$ cat src/verilog/uart_rate_pkg.sv
package uart_rate_pkg;
   // ------------------------------------------------------------
   // register offsets (byte addresses)
   // ------------------------------------------------------------
   localparam logic [7:0] OFS_TX_CTRL = 8'h00;
   localparam logic [7:0] OFS_RX_CTRL = 8'h04;
   localparam logic [7:0] OFS_RATE_CTRL = 8'h08;
   localparam logic [7:0] OFS_DIV_HIGH = 8'h0C;
   localparam logic [7:0] OFS_DIV_LOW = 8'h10;
   localparam logic [7:0] OFS_RX_BUFFER = 8'h14;

   // ------------------------------------------------------------
   // field positions
   // ------------------------------------------------------------
   localparam int TX_CLK_SRC = 7;
   localparam int TX_SYNC = 4;
   localparam int TX_HIGH_SPEED = 2;
   localparam int TX_SHIFT_EMPTY = 1;
   localparam int RX_PORT_EN = 7;
   localparam int RX_NINE_EN = 6;
   localparam int RX_CONT_EN = 4;
   localparam int RX_FRAMING = 2;
   localparam int RX_OVERRUN = 1;
   localparam int RX_NINTH = 0;
   localparam int RC_ROLLOVER = 7;
   localparam int RC_IDLE = 6;
   localparam int RC_RX_INV = 5;
   localparam int RC_TX_INV = 4;
   localparam int RC_WIDE = 3;
   localparam int RC_WAKE = 1;
   localparam int RC_AUTOBAUD = 0;

   // ------------------------------------------------------------
   // reset values and write masks
   // ------------------------------------------------------------
   localparam logic [7:0] TX_CTRL_RST = 8'h00;
   localparam logic [7:0] RX_CTRL_RST = 8'h00;
   localparam logic [7:0] RATE_CTRL_RST = 8'h00;
   localparam logic [7:0] DIV_HIGH_RST = 8'h00;
   localparam logic [7:0] DIV_LOW_RST = 8'h00;
   localparam logic [7:0] RX_BUFFER_RST = 8'h00;
   localparam logic [7:0] TX_CTRL_WMASK = 8'hFD;
   localparam logic [7:0] RX_CTRL_WMASK = 8'hF8;
   localparam logic [7:0] RATE_CTRL_WMASK = 8'hBB;
   localparam logic [1:0] PIN_IDLE = 2'h3;

   // ------------------------------------------------------------
   // timing counts
   // ------------------------------------------------------------
   // prescales 64, 16, 4 and 4
   localparam logic [6:0] PRESCALE_LOW = 7'h40;
   localparam logic [6:0] PRESCALE_HIGH = 7'h10;
   localparam logic [6:0] PRESCALE_FAST = 7'h04;
   localparam logic [6:0] PRESCALE_SYNC = 7'h04;
   localparam logic [5:0] SCLK_RISE_PHASE = 6'h01;
   localparam logic [3:0] LAST_BIT_8 = 4'h7;
   localparam logic [3:0] LAST_BIT_9 = 4'h8;
   // falling edges of the 55h field after the start edge, minus one
   localparam logic [2:0] AUTOBAUD_LAST_EDGE = 3'h3;
   localparam logic [2:0] AUTOBAUD_UNIT_LOW = 3'h7;
   localparam logic [15:0] ROLL_WIDE = 16'hFFFF;
   localparam logic [15:0] ROLL_NARROW = 16'h00FF;

   typedef enum logic [4:0] {
      ST_IDLE = 5'b00001,
      ST_START = 5'b00010,
      ST_DATA = 5'b00100,
      ST_STOP = 5'b01000,
      ST_MEASURE = 5'b10000
   } rx_state_t;
endpackage

$ cat src/verilog/uart_pin_filter.sv
`timescale 1ns/100ps
module uart_pin_filter (
   input wire logic pclk,
   input wire logic presetn,
   input wire logic [1:0] pins,
   input wire logic sample,
   output logic [1:0] level,
   output logic vote
);
   logic [1:0] s1;
   logic [1:0] s2;
   logic [1:0] s3;
   logic [1:0] agree;
   logic [1:0] next_level;
   logic [2:0] taps;
   logic [2:0] next_taps;

   // ------------------------------------------------------------
   // level accepted once second and third stage agree
   // ------------------------------------------------------------
   always_comb begin
      agree = ~(s2 ^ s3);
      next_level = (agree & s2) | (~agree & level);
      next_taps = sample ? {taps[1:0], level[0]} : taps;
   end

   // two of three samples decide
   assign vote = (taps[0] & taps[1]) | (taps[0] & taps[2]) | (taps[1] & taps[2]);

   always_ff @(posedge pclk or negedge presetn) begin
      if (!presetn) begin
         s1 <= uart_rate_pkg::PIN_IDLE;
         s2 <= uart_rate_pkg::PIN_IDLE;
         s3 <= uart_rate_pkg::PIN_IDLE;
         level <= uart_rate_pkg::PIN_IDLE;
         taps <= 3'h7;
      end else begin
         s1 <= pins;
         s2 <= s1;
         s3 <= s2;
         level <= next_level;
         taps <= next_taps;
      end
   end
endmodule // uart_pin_filter

$ cat src/verilog/uart_rate_status.sv
// Design decisions made here: the register offsets and the APB register port.
`timescale 1ns/100ps
module uart_rate_status (
   input wire logic pclk,
   input wire logic presetn,
   input wire logic psel,
   input wire logic penable,
   input wire logic pwrite,
   input wire logic [7:0] paddr,
   input wire logic [31:0] pwdata,
   output logic [31:0] prdata,
   output logic pready,
   output logic pslverr,
   input wire logic rx_pin,
   input wire logic serial_clock_pin_in,
   output logic serial_clock_pin_out,
   output logic serial_clock_pin_oe,
   output logic tx_line,
   output logic wake_event
);
   // ------------------------------------------------------------
   // helpers
   // ------------------------------------------------------------
   function automatic logic hit(input logic [7:0] a, input logic [7:0] ofs);
      hit = (a == ofs);
   endfunction

   function automatic logic [6:0] prescale(input logic s, input logic w, input logic h);
      if (s) prescale = uart_rate_pkg::PRESCALE_SYNC;
      else if (w && h) prescale = uart_rate_pkg::PRESCALE_FAST;
      else if (w || h) prescale = uart_rate_pkg::PRESCALE_HIGH;
      else prescale = uart_rate_pkg::PRESCALE_LOW;
   endfunction

   // ------------------------------------------------------------
   // state
   // ------------------------------------------------------------
   logic [7:0] transmit_control_status;
   logic [7:0] receive_control_status;
   logic [7:0] rate_control;
   logic [7:0] divisor_high_byte;
   logic [7:0] divisor_low_byte;
   logic [7:0] rx_buffer;
   logic framing_fault;
   logic overrun_fault;
   logic rx_ninth_bit;
   logic buf_full;
   logic [15:0] rate_cnt;
   logic [5:0] phase;
   uart_rate_pkg::rx_state_t state;
   logic [3:0] bit_cnt;
   logic [8:0] shift;
   logic [15:0] ab_cnt;
   logic [8:0] ab_sub;
   logic [2:0] ab_edges;
   logic rx_prev;
   logic clk_prev;
   logic wake_armed;

   logic [7:0] next_transmit_control_status;
   logic [7:0] next_receive_control_status;
   logic [7:0] next_rate_control;
   logic [7:0] next_divisor_high_byte;
   logic [7:0] next_divisor_low_byte;
   logic [7:0] next_rx_buffer;
   logic next_framing_fault;
   logic next_overrun_fault;
   logic next_rx_ninth_bit;
   logic next_buf_full;
   logic [15:0] next_rate_cnt;
   logic [5:0] next_phase;
   uart_rate_pkg::rx_state_t next_state;
   logic [3:0] next_bit_cnt;
   logic [8:0] next_shift;
   logic [15:0] next_ab_cnt;
   logic [8:0] next_ab_sub;
   logic [2:0] next_ab_edges;
   logic next_rx_prev;
   logic next_clk_prev;
   logic next_wake_armed;
   logic [31:0] next_prdata;
   logic next_pready;
   logic next_pslverr;
   logic next_serial_clock_pin_out;
   logic next_serial_clock_pin_oe;
   logic next_tx_line;
   logic next_wake_event;

   // ------------------------------------------------------------
   // decoded controls
   // ------------------------------------------------------------
   logic sync_mode;
   logic master;
   logic wide_divider_sel;
   logic high_speed_sel;
   logic continuous_rx_en;
   logic rx_nine_bit_en;
   logic port_en;
   logic rx_on;
   logic wake_on_edge_en;
   logic autobaud_en;
   logic [15:0] divisor;
   logic [6:0] pre;
   logic [5:0] pre_m1;
   logic [5:0] mid;
   logic tick;
   logic bit_end;
   logic sample;
   logic [1:0] pin_level;
   logic raw_vote;
   logic rx_in;
   logic rx_vote;
   logic clk_in;
   logic rx_fall;
   logic rx_rise;
   logic sclk_rise;
   logic [3:0] last_bit;
   logic [15:0] roll_limit;
   logic [15:0] ab_result;

   assign sync_mode = transmit_control_status[uart_rate_pkg::TX_SYNC];
   assign master = transmit_control_status[uart_rate_pkg::TX_CLK_SRC];
   assign high_speed_sel = transmit_control_status[uart_rate_pkg::TX_HIGH_SPEED];
   assign wide_divider_sel = rate_control[uart_rate_pkg::RC_WIDE];
   assign continuous_rx_en = receive_control_status[uart_rate_pkg::RX_CONT_EN];
   assign rx_nine_bit_en = receive_control_status[uart_rate_pkg::RX_NINE_EN];
   assign port_en = receive_control_status[uart_rate_pkg::RX_PORT_EN];
   assign rx_on = port_en & continuous_rx_en;
   assign wake_on_edge_en = rate_control[uart_rate_pkg::RC_WAKE] & ~sync_mode;
   assign autobaud_en = rate_control[uart_rate_pkg::RC_AUTOBAUD];
   // high byte ignored unless wide
   assign divisor = wide_divider_sel ? {divisor_high_byte, divisor_low_byte} :
      {8'h00, divisor_low_byte};
   assign pre = prescale(sync_mode, wide_divider_sel, high_speed_sel);
   assign pre_m1 = 6'(pre - 7'h01);
   assign mid = pre[6:1];
   assign tick = (rate_cnt == divisor);
   assign bit_end = tick & (phase == pre_m1);
   assign sample = tick & ((phase == 6'(mid - 6'h01)) | (phase == mid) |
      (phase == 6'(mid + 6'h01)));
   assign rx_in = pin_level[0] ^ (rate_control[uart_rate_pkg::RC_RX_INV] & ~sync_mode);
   assign rx_vote = raw_vote ^ (rate_control[uart_rate_pkg::RC_RX_INV] & ~sync_mode);
   assign clk_in = pin_level[1] ^ rate_control[uart_rate_pkg::RC_RX_INV];
   assign rx_fall = rx_prev & ~rx_in;
   assign rx_rise = ~rx_prev & rx_in;
   // master shifts on the internal rise, slave on the external rise
   assign sclk_rise = master ? (tick & (phase == uart_rate_pkg::SCLK_RISE_PHASE)) :
      (clk_in & ~clk_prev);
   assign last_bit = rx_nine_bit_en ? uart_rate_pkg::LAST_BIT_9 : uart_rate_pkg::LAST_BIT_8;
   assign roll_limit = wide_divider_sel ? uart_rate_pkg::ROLL_WIDE : uart_rate_pkg::ROLL_NARROW;
   // count includes the unit that closes in the final cycle
   assign ab_result = (next_ab_cnt == 16'h0000) ? 16'h0000 : 16'(next_ab_cnt - 16'h0001);

   uart_pin_filter u_pin_filter (
      .pclk(pclk),
      .presetn(presetn),
      .pins({serial_clock_pin_in, rx_pin}),
      .sample(sample),
      .level(pin_level),
      .vote(raw_vote)
   );

   // ------------------------------------------------------------
   // apb access
   // ------------------------------------------------------------
   logic setup;
   logic wr;
   logic rd_buf;
   logic div_wr;
   logic mapped;
   logic [7:0] rdata;

   assign setup = psel & ~penable;
   assign wr = psel & penable & pready & pwrite;
   assign rd_buf = psel & penable & pready & ~pwrite & hit(paddr, uart_rate_pkg::OFS_RX_BUFFER);

   always_comb begin
      mapped = 1'b1;
      case (paddr)
         uart_rate_pkg::OFS_TX_CTRL: begin
            rdata = transmit_control_status;
            rdata[uart_rate_pkg::TX_SHIFT_EMPTY] = 1'b1;
         end
         uart_rate_pkg::OFS_RX_CTRL: begin
            rdata = receive_control_status;
            rdata[uart_rate_pkg::RX_FRAMING] = framing_fault;
            rdata[uart_rate_pkg::RX_OVERRUN] = overrun_fault;
            rdata[uart_rate_pkg::RX_NINTH] = rx_ninth_bit;
         end
         uart_rate_pkg::OFS_RATE_CTRL: begin
            rdata = rate_control;
            rdata[uart_rate_pkg::RC_IDLE] = (state == uart_rate_pkg::ST_IDLE);
         end
         uart_rate_pkg::OFS_DIV_HIGH: rdata = divisor_high_byte;
         uart_rate_pkg::OFS_DIV_LOW: rdata = divisor_low_byte;
         uart_rate_pkg::OFS_RX_BUFFER: rdata = rx_buffer;
         default: begin
            rdata = 8'h00;
            mapped = 1'b0;
         end
      endcase
      next_prdata = setup ? {24'h000000, rdata} : prdata;
      next_pready = setup;
      next_pslverr = setup & ~mapped;
   end

   // ------------------------------------------------------------
   // receiver and auto-baud
   // ------------------------------------------------------------
   logic realign;
   logic load;
   logic load_err;
   logic load_ok;
   logic ab_done;
   logic ab_roll;
   logic wake_fall;
   logic wake_clear;

   always_comb begin
      next_state = state;
      next_bit_cnt = bit_cnt;
      next_shift = shift;
      next_ab_cnt = ab_cnt;
      next_ab_sub = ab_sub;
      next_ab_edges = ab_edges;
      realign = 1'b0;
      load = 1'b0;
      load_err = 1'b0;
      ab_done = 1'b0;
      ab_roll = 1'b0;
      case (state)
         uart_rate_pkg::ST_IDLE: begin
            next_bit_cnt = 4'h0;
            if (sync_mode) begin
               if (rx_on) next_state = uart_rate_pkg::ST_DATA;
            end else if (port_en && autobaud_en && rx_fall) begin
               next_state = uart_rate_pkg::ST_MEASURE;
               realign = 1'b1;
               next_ab_cnt = 16'h0000;
               next_ab_sub = 9'h000;
               next_ab_edges = 3'h0;
            end else if (rx_on && !wake_on_edge_en && rx_fall) begin
               next_state = uart_rate_pkg::ST_START;
               realign = 1'b1;
            end
         end
         uart_rate_pkg::ST_START: begin
            // a high start bit is a glitch
            if (bit_end) next_state = rx_vote ? uart_rate_pkg::ST_IDLE : uart_rate_pkg::ST_DATA;
         end
         uart_rate_pkg::ST_DATA: begin
            if (!rx_on) begin
               next_state = uart_rate_pkg::ST_IDLE;
            end else if (sync_mode ? sclk_rise : bit_end) begin
               next_shift[bit_cnt] = sync_mode ? rx_in : rx_vote;
               next_bit_cnt = 4'(bit_cnt + 4'h1);
               if (bit_cnt == last_bit) begin
                  if (sync_mode) begin
                     load = 1'b1;
                     next_state = uart_rate_pkg::ST_IDLE;
                  end else begin
                     next_state = uart_rate_pkg::ST_STOP;
                  end
               end
            end
         end
         uart_rate_pkg::ST_STOP: begin
            if (bit_end) begin
               load = 1'b1;
               load_err = ~rx_vote;
               next_state = uart_rate_pkg::ST_IDLE;
            end
         end
         uart_rate_pkg::ST_MEASURE: begin
            if (!autobaud_en || sync_mode) begin
               next_state = uart_rate_pkg::ST_IDLE;
            end else begin
               if (ab_sub == {pre_m1, uart_rate_pkg::AUTOBAUD_UNIT_LOW}) begin
                  next_ab_sub = 9'h000;
                  if (ab_cnt == roll_limit) begin
                     ab_roll = 1'b1;
                     next_ab_cnt = 16'h0000;
                  end else begin
                     next_ab_cnt = 16'(ab_cnt + 16'h0001);
                  end
               end else begin
                  next_ab_sub = 9'(ab_sub + 9'h001);
               end
               if (rx_fall) begin
                  next_ab_edges = 3'(ab_edges + 3'h1);
                  if (ab_edges == uart_rate_pkg::AUTOBAUD_LAST_EDGE) begin
                     ab_done = 1'b1;
                     next_state = uart_rate_pkg::ST_IDLE;
                  end
               end
            end
         end
         default: next_state = uart_rate_pkg::ST_IDLE;
      endcase
      next_rx_prev = rx_in;
      next_clk_prev = clk_in;
      wake_fall = wake_on_edge_en & ~wake_armed & rx_fall;
      wake_clear = wake_on_edge_en & wake_armed & rx_rise;
      next_wake_armed = wake_on_edge_en & (wake_armed ? ~rx_rise : rx_fall);
   end

   // ------------------------------------------------------------
   // registers
   // ------------------------------------------------------------
   always_comb begin
      load_ok = load & (~buf_full | rd_buf);
      next_transmit_control_status = transmit_control_status;
      if (wr && hit(paddr, uart_rate_pkg::OFS_TX_CTRL))
         next_transmit_control_status = pwdata[7:0] & uart_rate_pkg::TX_CTRL_WMASK;
      next_receive_control_status = receive_control_status;
      if (wr && hit(paddr, uart_rate_pkg::OFS_RX_CTRL))
         next_receive_control_status = pwdata[7:0] & uart_rate_pkg::RX_CTRL_WMASK;
      // set wins over the clear
      next_overrun_fault = (load & ~load_ok) | (overrun_fault & continuous_rx_en);
      next_framing_fault = load_ok ? load_err : framing_fault;
      next_rx_ninth_bit = load_ok ? (next_shift[8] & rx_nine_bit_en) : rx_ninth_bit;
      next_rx_buffer = load_ok ? next_shift[7:0] : rx_buffer;
      next_buf_full = load_ok | (buf_full & ~rd_buf);
      next_rate_control = rate_control;
      if (wr && hit(paddr, uart_rate_pkg::OFS_RATE_CTRL))
         next_rate_control = pwdata[7:0] & uart_rate_pkg::RATE_CTRL_WMASK;
      if (ab_done) next_rate_control[uart_rate_pkg::RC_AUTOBAUD] = 1'b0;
      if (wake_clear) next_rate_control[uart_rate_pkg::RC_WAKE] = 1'b0;
      if (ab_roll) next_rate_control[uart_rate_pkg::RC_ROLLOVER] = 1'b1;
      next_divisor_high_byte = divisor_high_byte;
      next_divisor_low_byte = divisor_low_byte;
      if (wr && hit(paddr, uart_rate_pkg::OFS_DIV_HIGH)) next_divisor_high_byte = pwdata[7:0];
      if (wr && hit(paddr, uart_rate_pkg::OFS_DIV_LOW)) next_divisor_low_byte = pwdata[7:0];
      if (ab_done) begin
         next_divisor_low_byte = ab_result[7:0];
         if (wide_divider_sel) next_divisor_high_byte = ab_result[15:8];
      end
      div_wr = ab_done | (wr && (hit(paddr, uart_rate_pkg::OFS_DIV_HIGH) ||
         hit(paddr, uart_rate_pkg::OFS_DIV_LOW)));
   end

   // ------------------------------------------------------------
   // rate timer and outputs
   // ------------------------------------------------------------
   always_comb begin
      next_rate_cnt = (div_wr | realign | tick) ? 16'h0000 : 16'(rate_cnt + 16'h0001);
      next_phase = phase;
      if (realign) next_phase = 6'h00;
      else if (tick) next_phase = (phase == pre_m1) ? 6'h00 : 6'(phase + 6'h01);
      next_serial_clock_pin_oe = sync_mode & master & port_en;
      next_serial_clock_pin_out = ((state == uart_rate_pkg::ST_DATA) & next_phase[1]) ^
         rate_control[uart_rate_pkg::RC_TX_INV];
      next_tx_line = sync_mode | ~rate_control[uart_rate_pkg::RC_TX_INV];
      next_wake_event = wake_fall;
   end

   always_ff @(posedge pclk or negedge presetn) begin
      if (!presetn) begin
         transmit_control_status <= uart_rate_pkg::TX_CTRL_RST;
         receive_control_status <= uart_rate_pkg::RX_CTRL_RST;
         rate_control <= uart_rate_pkg::RATE_CTRL_RST;
         divisor_high_byte <= uart_rate_pkg::DIV_HIGH_RST;
         divisor_low_byte <= uart_rate_pkg::DIV_LOW_RST;
         rx_buffer <= uart_rate_pkg::RX_BUFFER_RST;
         framing_fault <= 1'b0;
         overrun_fault <= 1'b0;
         rx_ninth_bit <= 1'b0;
         buf_full <= 1'b0;
         rate_cnt <= 16'h0000;
         phase <= 6'h00;
         state <= uart_rate_pkg::ST_IDLE;
         bit_cnt <= 4'h0;
         shift <= 9'h000;
         ab_cnt <= 16'h0000;
         ab_sub <= 9'h000;
         ab_edges <= 3'h0;
         rx_prev <= 1'b1;
         clk_prev <= 1'b1;
         wake_armed <= 1'b0;
         prdata <= 32'h00000000;
         pready <= 1'b0;
         pslverr <= 1'b0;
         serial_clock_pin_out <= 1'b0;
         serial_clock_pin_oe <= 1'b0;
         tx_line <= 1'b1;
         wake_event <= 1'b0;
      end else begin
         transmit_control_status <= next_transmit_control_status;
         receive_control_status <= next_receive_control_status;
         rate_control <= next_rate_control;
         divisor_high_byte <= next_divisor_high_byte;
         divisor_low_byte <= next_divisor_low_byte;
         rx_buffer <= next_rx_buffer;
         framing_fault <= next_framing_fault;
         overrun_fault <= next_overrun_fault;
         rx_ninth_bit <= next_rx_ninth_bit;
         buf_full <= next_buf_full;
         rate_cnt <= next_rate_cnt;
         phase <= next_phase;
         state <= next_state;
         bit_cnt <= next_bit_cnt;
         shift <= next_shift;
         ab_cnt <= next_ab_cnt;
         ab_sub <= next_ab_sub;
         ab_edges <= next_ab_edges;
         rx_prev <= next_rx_prev;
         clk_prev <= next_clk_prev;
         wake_armed <= next_wake_armed;
         prdata <= next_prdata;
         pready <= next_pready;
         pslverr <= next_pslverr;
         serial_clock_pin_out <= next_serial_clock_pin_out;
         serial_clock_pin_oe <= next_serial_clock_pin_oe;
         tx_line <= next_tx_line;
         wake_event <= next_wake_event;
      end
   end
endmodule // uart_rate_status

$ cat config.mk
export PLATFORM = sky130hd
export DESIGN_NAME = uart_rate_status
export DESIGN_NICKNAME = d
export VERILOG_FILES = /design/src/verilog/uart_rate_pkg.sv /design/src/verilog/uart_pin_filter.sv /design/src/verilog/uart_rate_status.sv
export SDC_FILE = /design/constraint.sdc
export NUM_CORES = 1
export LEC_CHECK = 0
export ABC_AREA = 1
export BUFFER_PORTS_ARGS = -buffer_cell sky130_fd_sc_hd__buf_2
export CAP_MARGIN = 20
export CORE_AREA = 2 2 178 180
export DETAILED_ROUTE_END_ITERATION = 7
export DIE_AREA = 0 0 180 182
export GPL_ROUTABILITY_DRIVEN = 0
export HOLD_SLACK_MARGIN = 0.02
export PLACE_DENSITY_LB_ADDON = 0.08
export SETUP_SLACK_MARGIN = 0.05
export SLEW_MARGIN = 20
export SYNTH_ARGS = -nofsm -noshare
export SYNTH_HDL_FRONTEND = slang
export SYNTH_SLANG_ARGS = --single-unit
$ cat constraint.sdc
create_clock -name pclk -period 3 [get_ports pclk]
set_clock_uncertainty 0.15 [all_clocks]
set_input_delay 0.15 -clock pclk [delete_from_list [all_inputs] [get_ports pclk]]
set_output_delay 0.15 -clock pclk [all_outputs]
set_load 0.01 [all_outputs]
# --- Word-level counts from Yosys, hierarchy flattened ---
# Index checks and enable logic that the tools add are counted.
# W data, S select, Z words.
totals:
  register_bits: 142
  inputBits: 47
  out_inout_bits: 38
  word_cells: 267
op_classes:
  addsub: 10
  magnitude_cmp: 2
  n_eq_ne: 34
  n_mux: 86
  n_bitwise: 67
  reduce_logical: 31
op_table:
  columns: ["operator", "count"]
  rows:
  - ["$mux W16", 9]
  - ["$mux W9", 7]
  - ["$mux W5", 12]
  - ["$mux W8", 6]
  - ["$pmux W8 S6", 1]
  - ["$add A16 B1 Y16 const B", 2]
  - ["$and A1 B1 Y1", 32]
  - ["$eq A16 B16 Y1", 2]
  - ["$pmux W16 S2", 1]
  - ["$mux W1", 28]
  - ["$pmux W5 S5", 1]
  - ["$eq A6 B6 Y1", 4]
  - ["$mux W7", 3]
  - ["$mux W6", 3]
  - ["$pmux W9 S2", 1]
  - ["$eq A8 B4 Y1 const B", 2]
  - ["$eq A8 B5 Y1 const B", 2]
  - ["$logic_not A16 Y1", 1]
  - ["$mux W4", 4]
  - ["$sub A16 B1 Y16 const B", 1]
  - ["$mux W3", 5]
  - ["$ne A3 B3 Y1 const B", 5]
  - ["$ne A2 B2 Y1 const B", 7]
  - ["$not A1 Y1", 14]
  - ["40 further kinds", 77]

# --- Depth between registers and ports, before layout ---
# Gate-level depths: netlist (run 1).
depth:
  depth_word: 15
  depth_mapped: 24

# --- Cells and area by module ---
# From an unflattened synthesis (run 1), not the netlist that was laid out.
hier_totals:
  hier_cells: 1198
  area_unflattened_um2: 8957.3
by_module_without_submodules:
  columns: ["module", "instances", "cells_each", "area_each_um2"]
  rows:
  - ["uart_rate_status", 1, 1168, 8589.5]
  - ["uart_pin_filter", 1, 30, 367.9]

# --- Worst setup path before layout (run 1) ---
# OpenSTA, ideal clock, no wires.
synth_timing:
  kind: "reg-to-reg"
  from: "register rate_control[3]"
  to: "register divisor_high_byte[4]"
  t_arrival_ns: 2.570
  setup_slack_ns: 0.215
  stages_incl_launch_ff: 23
  period_less_slack_ns: 2.785
  path_cell_list: "dfrtp_1 > inv_1 > ha_1 > inv_1 > nand2_4 > nand2_2 > nand2_4 > nor2_8 > buf_12 > nand2_8 > nand2_4 > nand2_4 > nand2_2 > nand2_2 > inv_2 > ha_1 > nand2_1 > nor2_4 > nand3_2 > nor2_1 > xor2_1 > nand2_1 > nand2_1"
synth_between:
  elab_chain_cells: 13
synth_lines:
  columns: ["element", "line_no", "rtl"]
  rows:
  - ["start: declaration", "uart_rate_status.sv:40", "logic [7:0] rate_control;"]
  - ["start signal: assignment", "uart_rate_status.sv:361", "rate_control <= uart_rate_pkg::RATE_CTRL_RST;"]
  - ["start signal: assignment", "uart_rate_status.sv:390", "rate_control <= next_rate_control;"]
  - ["$logic_or A1 B1 Y1", "uart_rate_status.sv:31", "else if (w || h) prescale = uart_rate_pkg::PRESCALE_HIGH;"]
  - ["$mux W7", "uart_rate_status.sv:31", null]
  - ["$mux W7", "uart_rate_status.sv:30", "else if (w && h) prescale = uart_rate_pkg::PRESCALE_FAST;"]
  - ["$mux W7", "uart_rate_status.sv:29", "if (s) prescale = uart_rate_pkg::PRESCALE_SYNC;"]
  - ["$sub A6 B1 Y6", "uart_rate_status.sv:135", "assign pre_m1 = 6'(pre - 7'h01);"]
  - ["$eq A9 B9 Y1", "uart_rate_status.sv:278", "if (ab_sub == {pre_m1, uart_rate_pkg::AUTOBAUD_UNIT_LOW}) begin"]
  - ["$mux W16 (*)", "uart_rate_status.sv:278", null]
  - ["$mux W16 (*)", "uart_rate_status.sv:275", "if (!autobaud_en || sync_mode) begin"]
  - ["$pmux W16 S2 (*)", "uart_rate_status.sv:231", "case (state)"]
  - ["net next_ab_cnt[0]", "uart_rate_status.sv:75", "logic [15:0] next_ab_cnt;"]
  - ["$sub A16 B1 Y16 or $logic_not A16 Y1 (tied branches)", "uart_rate_status.sv:152", "assign ab_result = (next_ab_cnt == 16'h0000) ? 16'h0000 : 16'(next_ab_cnt - 16'h0001);"]
  - ["$mux W16 (*)", "uart_rate_status.sv:152", null]
  - ["$mux W8 (*)", "uart_rate_status.sv:336", "if (wide_divider_sel) next_divisor_high_byte = ab_result[15:8];"]
  - ["$mux W8 (*)", "uart_rate_status.sv:334", "if (ab_done) begin"]
  - ["net next_divisor_high_byte[4]", "uart_rate_status.sv:63", "logic [7:0] next_divisor_high_byte;"]
  - ["end signal: assignment", "uart_rate_status.sv:362", "divisor_high_byte <= uart_rate_pkg::DIV_HIGH_RST;"]
  - ["end signal: assignment", "uart_rate_status.sv:391", "divisor_high_byte <= next_divisor_high_byte;"]
  - ["end: declaration", "uart_rate_status.sv:41", "logic [7:0] divisor_high_byte;"]
# Mark *: on every way through the listed nets, which the timed path passes. The rest lies on a longest branch.
# A chain may end at the register's enable or synchronous reset.

# --- Final worst setup path (run 1) ---
layout_timing:
  from: "register rate_control[3]"
  to: "register divisor_high_byte[1]"
# Same word-level chain as after synthesis.

==> results.py, run 1 <==
metrics = {
    "outcome": {
        "status": "finished, final reports clean",
    },
    "clock_tree": {
        "cts-htree-levels": 4,
        "insertion_delay_ns": 0.44,
        "cts_max_path_buffers": 2,
        "cts_tree": "yes",
        "root_buffer": "clkbuf_16",
        "cts_num_sinks": 142,
        "cts_buffers": 17,
        "clk_pin_slew_worst_paths_ns": 0.06,
    },
    "routing": {
        "detailroute.via_count": 8105,
        "totalWireLength_um": 27210,
        "routedWlPerCell_um": 15.33,
        "ant_nets": 0,
        "drc": 0,
        "drt_iter0_drc": 464,
        "vias_per_cell": 4.566,
        "firstDrtPassIters": 5,
    },
    "layout": {
        "n_antenna_cell": 0,
        "drive_above_1_share_pct": 23.23,
        "nets": 1422,
        "fin_util_pct": 36.62,
        "fillers": 3273,
        "syn_to_final_growth_pct": 24.69,
    },
    "global_routing": {
        "grt_pass1_vias": 8017,
        "antenna_found_initial": 0,
        "grt_overflow_total": 0,
        "grt_pass1_wl_um": 44150,
        "grt_max_degree": 85,
        "track_usage_pct": 17.25,
    },
    "worst_setup_path": {
        "r2r_start": "rate_control[3]",
        "cp_max_fo": 7,
        "crit_start": "rate_control[3]",
        "rr_worst_depth": 20,
        "endpoint_kind": "register",
        "rrSetupSlack_ns": 0.23,
        "cp-start-kind": "register",
        "cp.arrival_ns": 2.94,
        "reg2reg_to": "divisor_high_byte[1]",
        "crit_type": "reg -> reg",
        "cp.required_ns": 3.17,
        "crit_end": "divisor_high_byte[1]",
    },
    "timing": {
        "fmax_mhz": 360.9,
        "fin_ws_ns": 0.2290,
        "worst_pin_slew_ns": 0.8603,
        "relSlewSlack_pct": 42.46,
        "slew_violations": 0,
        "rsz0062_at_grt": "true",
        "setup_tns_ns": 0,
        "finalWorstPathRequiredPeriod_ns": 2.771,
        "finalSetupViolations": 0,
        "hold_viol": 0,
        "fin_crit_sh_pct": 92.37,
    },
    "min_path": {
        "hp-class": "in -> reg",
    },
    "power_and_ir_drop": {
        "max-vdd-ir-drop_uv": 409.2,
        "total_leakage_power_nw": 5.577,
        "p_per_area_nw_per_um2": 438.2,
    },
    "die": {
        "initial_core_util_pct": 29.37,
        "design.core.area_um2": 30990,
        "num_io_pins": 85,
        "die_area_um2": 32760,
        "fp.dieH_um": 182,
        "rows": 65,
        "die_w_um": 180,
    },
    "synth": {
        "synth_area_um2": 9101,
        "synth_edf_count": 0,
        "yosysMostFrequentCell": "nand2_1",
        "yosys-top-cells-count": "nand2_1, inv_1, dfrtp_1",
        "synth_top_area_cell": "dfrtp_1",
        "synth.top_cell.area_share_pct": 34.92,
        "postSynthCellCount": 1213,
        "async_flop_share_pct": 100.0,
        "synth_top_cells_by_area": "dfrtp_1, nand2_1, inv_1",
        "ys_types": 60,
        "synth-seq-cells": 142,
        "yosysSeqAreaShare_pct": 39.25,
        "syn_avg_cell_area_um2": 7.503,
        "synthFlopType": "dfrtp_1",
        "yosys_warnings": 0,
    },
    "job": {
        "cap_violations": 0,
    },
    "placed_design": {
        "hpwl_um": 20860,
        "dpl_worst_slack_ns": 0.04981,
        "io_buffers": 36,
    },
}
[routing by layer]
metal  vias to the layer above  track usage, %  part of all wire [%]
met5                         -               0                     0
li1                       4170               -                     -
met2                       109           27.97                    47
met1                      3805           23.92                    49
met3                        21           2.527                   2.7
met4                         0           4.911                   1.1
[how the worst min path moves through the flow]
| stage | startpoint | endpoint | slack (ns) | depth (start not counted) |
|---|---|---|---|---|
| after floorplan | presetn | ab_cnt[0] | -0.30 | 0 |
| final | paddr[0] | prdata[4] | 0.11 | 7 |
| after global placement | presetn | serial_clock_pin_out | -0.08 | 1 |
| after detailed placement | presetn | serial_clock_pin_out | -0.08 | 1 |
| after global routing | paddr[5] | buf_full | 0.15 | 6 |
| after CTS | paddr[0] | prdata[4] | 0.09 | 7 |
[cell type report]
class,count,area (µm²),share of cell area (%)
timing repair buffer,147,1135,10.00
clock buffer,18,429.2,3.782
inverter,184,715.7,6.306
clock inverter,14,135.1,1.191
sequential,142,3577,31.52
tap,402,503.0,4.432
multi-input combinational,868,4853,42.77
[repair_timing]
action | CTS | global route
setup buffers | 0 | 15
hold endpoints to repair | 168 | 0
hold buffers | 17 | 0
resized for setup | 1 | 69
endpoints found under the setup margin | 5 | 41
pin swaps | 1 | 37
[power breakdown]
part           switching (mW)  internal (mW)  leakage (nW)
Clock                   0.949           1.15         0.257
Sequential             0.0779           2.02          1.82
Combinational           0.500          0.276          3.49
Total                    1.53           3.45          5.58
[stage by stage]
step | hold WS, ns | power [mW] | instance area (µm²) | instances
after detailed placement | -0.08123 | 2.838 | 10210 | 1711
after floorplan | -0.2956 | 2.593 | 9188 | 1236
after CTS | 0.09065 | 4.985 | 10950 | 1760
final | 0.1142 | 4.972 | 11350 | 1775
after global placement | -0.08054 | 2.838 | 10210 | 1711
after global routing | 0.1539 | 5.222 | 11350 | 1775
[cells by family (layout without fill, tap and decap cells)]
| family | count (synthesis) | after routing | share of synthesized area, % |
|---|---|---|---|
| buffers and inverters | 226 | 363 | 11.08 |
| other | 1 | 24 | 0.04120 |
| xor gates and xnor gates | 25 | 25 | 2.406 |
| AOI/OAI and AO/OA | 139 | 139 | 8.867 |
| DFF | 142 | 142 | 39.25 |
| adders and majority gates | 17 | 17 | 2.282 |
| and+or+nand+nor | 663 | 663 | 36.07 |
[flip-flops by register name, summed over array words and instances, names as in the netlist, 2 cells and up, named ones only]
name                     flops
divisor_low_byte             8
transmit_control_status      7
ab_edges                     3
u_pin_filter.s2              2
u_pin_filter.s1              2
rx_buffer                    8
bit_cnt                      4
receive_control_status       5
ab_sub                       9
shift                        9
phase                        6
state                        5
rate_control                 6
u_pin_filter.s3              2
rate_cnt                    16
u_pin_filter.taps            3
prdata                       8
divisor_high_byte            8
ab_cnt                      16
[placed cells by master, fill, tap and decap left out, types with 5 or more instances in the layout]
cell           instances
inv_6                  5
inv_4                  6
nand2_4               21
nand2_1              304
nor2_4                14
clkinvlp_4             6
nand3_2               23
buf_4                 85
nor4_1                 8
buf_2                 35
dfstp_2               15
clkbuf_16             17
conb_1                24
nor3_1                30
o211ai_1               5
nand2_2               22
a221oi_1               7
nand3_1               60
nor3b_1                7
nand4_1               40
xor2_1                20
o21ai_0               59
dfrtp_1              123
inv_2                 12
a21oi_1               37
inv_1                161
nor2_2                10
ha_1                  11
nor2_1                99
o22ai_1               10
dlygate4sd3_1         17
buf_6                  5
[critical path, cell delays in order (launching register included)]
cell     delay (ns)
dfrtp_2        0.44
inv_2          0.09
ha_4           0.22
inv_4          0.07
nand2_4        0.07
nand2_4        0.07
nand2_4        0.06
nor2_8         0.19
nand3_4        0.15
inv_6          0.12
nand2_1        0.06
nand3_2        0.10
nand2_2        0.10
nor2_8         0.17
nand2_2        0.09
nor2_4         0.13
nand3_4        0.12
nand2_4        0.10
inv_4          0.05
nand2_1        0.07
nand2_1        0.05
(Power assumes the default switching activity.)
==> run 2, diff against run 1 <==
==> constraint.sdc (replaced) <==
create_clock -name pclk -period 3 [get_ports pclk]
set_clock_uncertainty 0.15 [all_clocks]
set_input_delay 0.45 -clock pclk [delete_from_list [all_inputs] [get_ports pclk]]
set_output_delay 0.45 -clock pclk [all_outputs]
set_load 0.01 [all_outputs]
==> run 2 against run 1 <==
Power rose by 7.4%. Via count rose by 0.47%. Die area did not move. Count of clock-buffer cells in the layout did not move. First-iteration DRC count fell by 0.65%. Core utilization rose by 0.073 points. Register-to-register slack got worse by 0.05 ns. Sequential power barely moved. Clock power rose by 19%. Sequential cell count did not move.
==> results.py, run 2 (synthesis results as in run 1) <==
metrics = {
    "outcome": {
        "status": "finished, final reports clean",
    },
    "global_routing": {
        "grt_pass1_wl_um": 43170,
        "antenna_found_initial": 0,
        "grt_max_degree": 65,
        "track_usage_pct": 16.85,
        "grt_pass1_vias": 7969,
        "grt_overflow_total": 0,
    },
    "layout": {
        "multi_input_area_um2": 4860,
        "final_common_cell": "nand2_1",
        "n_antenna_cell": 0,
        "nets": 1410,
        "fin_cells": 1763,
        "layout_common_cells": "nand2_1, inv_1, dfrtp_1, nor2_1, buf_4",
        "fillers": 3290,
        "syn_to_final_growth_pct": 24.94,
        "drive_above_1_share_pct": 23.73,
        "top_regs": "ab_cnt: 16 flops, rate_cnt: 16 flops",
        "seqCellArea_um2": 3572,
    },
    "timing": {
        "finalSetupViolations": 0,
        "hold_viol": 0,
        "fmax_mhz": 354.4,
        "slew_violations": 0,
        "fin_crit_sh_pct": 94.06,
        "rsz0062_at_grt": "true",
        "worst_pin_slew_ns": 0.5784,
        "setup_tns_ns": 0,
        "fin_ws_ns": 0.1781,
        "relSlewSlack_pct": 61.44,
        "finalWorstPathRequiredPeriod_ns": 2.822,
    },
    "worst_setup_path": {
        "critPathBufInv": 3,
        "cp-start-kind": "register",
        "cp.arrival_ns": 3.00,
        "cpPeakStageDelay_ns": 0.41,
        "cp.required_ns": 3.17,
        "cp_max_fo": 7,
        "crit_family": "simple AND/OR/NAND/NOR gates",
        "crit_type": "reg -> reg",
        "endpoint_kind": "register",
        "crit_path_cell_trace": "buf_6, ha_4, nor2_8, nand2_4, nand2_4, nand2_4, nor2_8, nand3_4, inv_6, nand2_1, nand3_2, nand2_2, nor2_8, nand2_2, nor2_4, nand3_4, nand2_4, inv_2, nand2_1, nand2_1",
        "crit_path_top_delay_cell": "dfrtp_1",
        "cpMostUsedCell": "nand2_4",
    },
    "power_and_ir_drop": {
        "power_frac_comb_pct": 14.0,
        "max-vdd-ir-drop_uv": 388.2,
        "p_int_mw": 3.855,
        "swShare_pct": 27.80,
        "pwr-share-seq_pct": 39.2,
        "pwr-share-clk_pct": 46.8,
        "p_per_area_nw_per_um2": 469.6,
        "power_mw": 5.340,
        "total_leakage_power_nw": 5.644,
        "switchingPower_mw": 1.485,
    },
    "clock_tree": {
        "root_buffer": "clkbuf_16",
        "cts_tree": "yes",
        "cts_num_sinks": 142,
        "cts_buffers": 17,
        "insertion_delay_ns": 0.44,
        "clk_pin_slew_worst_paths_ns": 0.07,
        "cts-htree-levels": 4,
        "cts_max_path_buffers": 2,
    },
    "placed_design": {
        "hpwl_um": 20990,
        "io_buffers": 36,
        "dpl_worst_slack_ns": 0.01279,
        "dp_cells": 1718,
    },
    "die": {
        "die_area_um2": 32760,
        "design.core.area_um2": 30990,
        "die_w_um": 180,
        "initial_core_util_pct": 29.37,
        "num_io_pins": 85,
        "rows": 65,
        "fp.dieH_um": 182,
    },
    "routing": {
        "ant_nets": 0,
        "vias_per_cell": 4.619,
        "drt_iter0_drc": 461,
        "firstDrtPassIters": 5,
        "drc": 0,
        "routedWlPerCell_um": 15.35,
        "detailroute.via_count": 8143,
        "totalWireLength_um": 27060,
    },
    "min_path": {
        "hp-class": "reg -> reg",
    },
    "job": {
        "cap_violations": 0,
    },
}
run 2: power by group through the flow:
stage / Sequential [mW] / Combinational [mW] / Clock (mW)
after CTS: 2.10 / 0.721 / 2.56
after floorplan: 2.11 / 0.480 / 0
after global placement: 2.13 / 0.712 / 0
final: 2.10 / 0.746 / 2.50
after detailed placement: 2.13 / 0.713 / 0
after global routing: 2.11 / 0.843 / 2.65
run 2: layout make-up:
type	instances	area share, %
multi-input cells	868	42.74
flip-flops and latches	142	31.42
repair buffers	135	9.221
inverters	184	6.272
well taps	402	4.423
clock buffers	18	3.862
clock inverters	14	2.069
run 2: final timing paths:
check	start	endpoint	slack (ns)	cells past startpoint
setup / recovery	rate_control[3]	divisor_high_byte[1]	0.18	20
hold / removal	u_pin_filter.s1[1]	u_pin_filter.s2[1]	0.21	0
setup reg to reg	rate_control[3]	divisor_high_byte[1]	0.18	20
hold reg to reg	u_pin_filter.s1[1]	u_pin_filter.s2[1]	0.21	0
max in group asynchronous	presetn	u_pin_filter.s3[1]	1.49	3
min in group asynchronous	presetn	ab_edges[0]	0.40	2
run 2: layer usage:
metal / GRT usage (%) / vias to the layer above / wire length [µm]
li1: - / 4139 / -
met1: 23.10 / 3896 / 13480
met3: 2.688 / 24 / 567
met5: 0 / - / 0
met4: 4.488 / 0 / 358
met2: 27.59 / 84 / 12650
run 2: repair_timing:
| action | CTS | global route |
|---|---|---|
| pin swaps | 0 | 24 |
| hold buffers | 3 | 0 |
| endpoints found under the setup margin | 9 | 35 |
| gates cloned | 0 | 2 |
| endpoints found under the hold margin | 51 | 0 |
| resized for setup | 1 | 72 |
| buffers inserted | 1 | 7 |
run 2: through the flow:
step | utilization [%] | hold WS, ns | area [µm²]
after floorplan | - | 0.004409 | 9188
after global placement | 33.13 | 0.1966 | 10270
after detailed placement | 33.13 | 0.1969 | 10270
after CTS | 35.45 | 0.1878 | 10980
after global routing | 36.70 | 0.2106 | 11370
final | 36.70 | 0.2055 | 11370
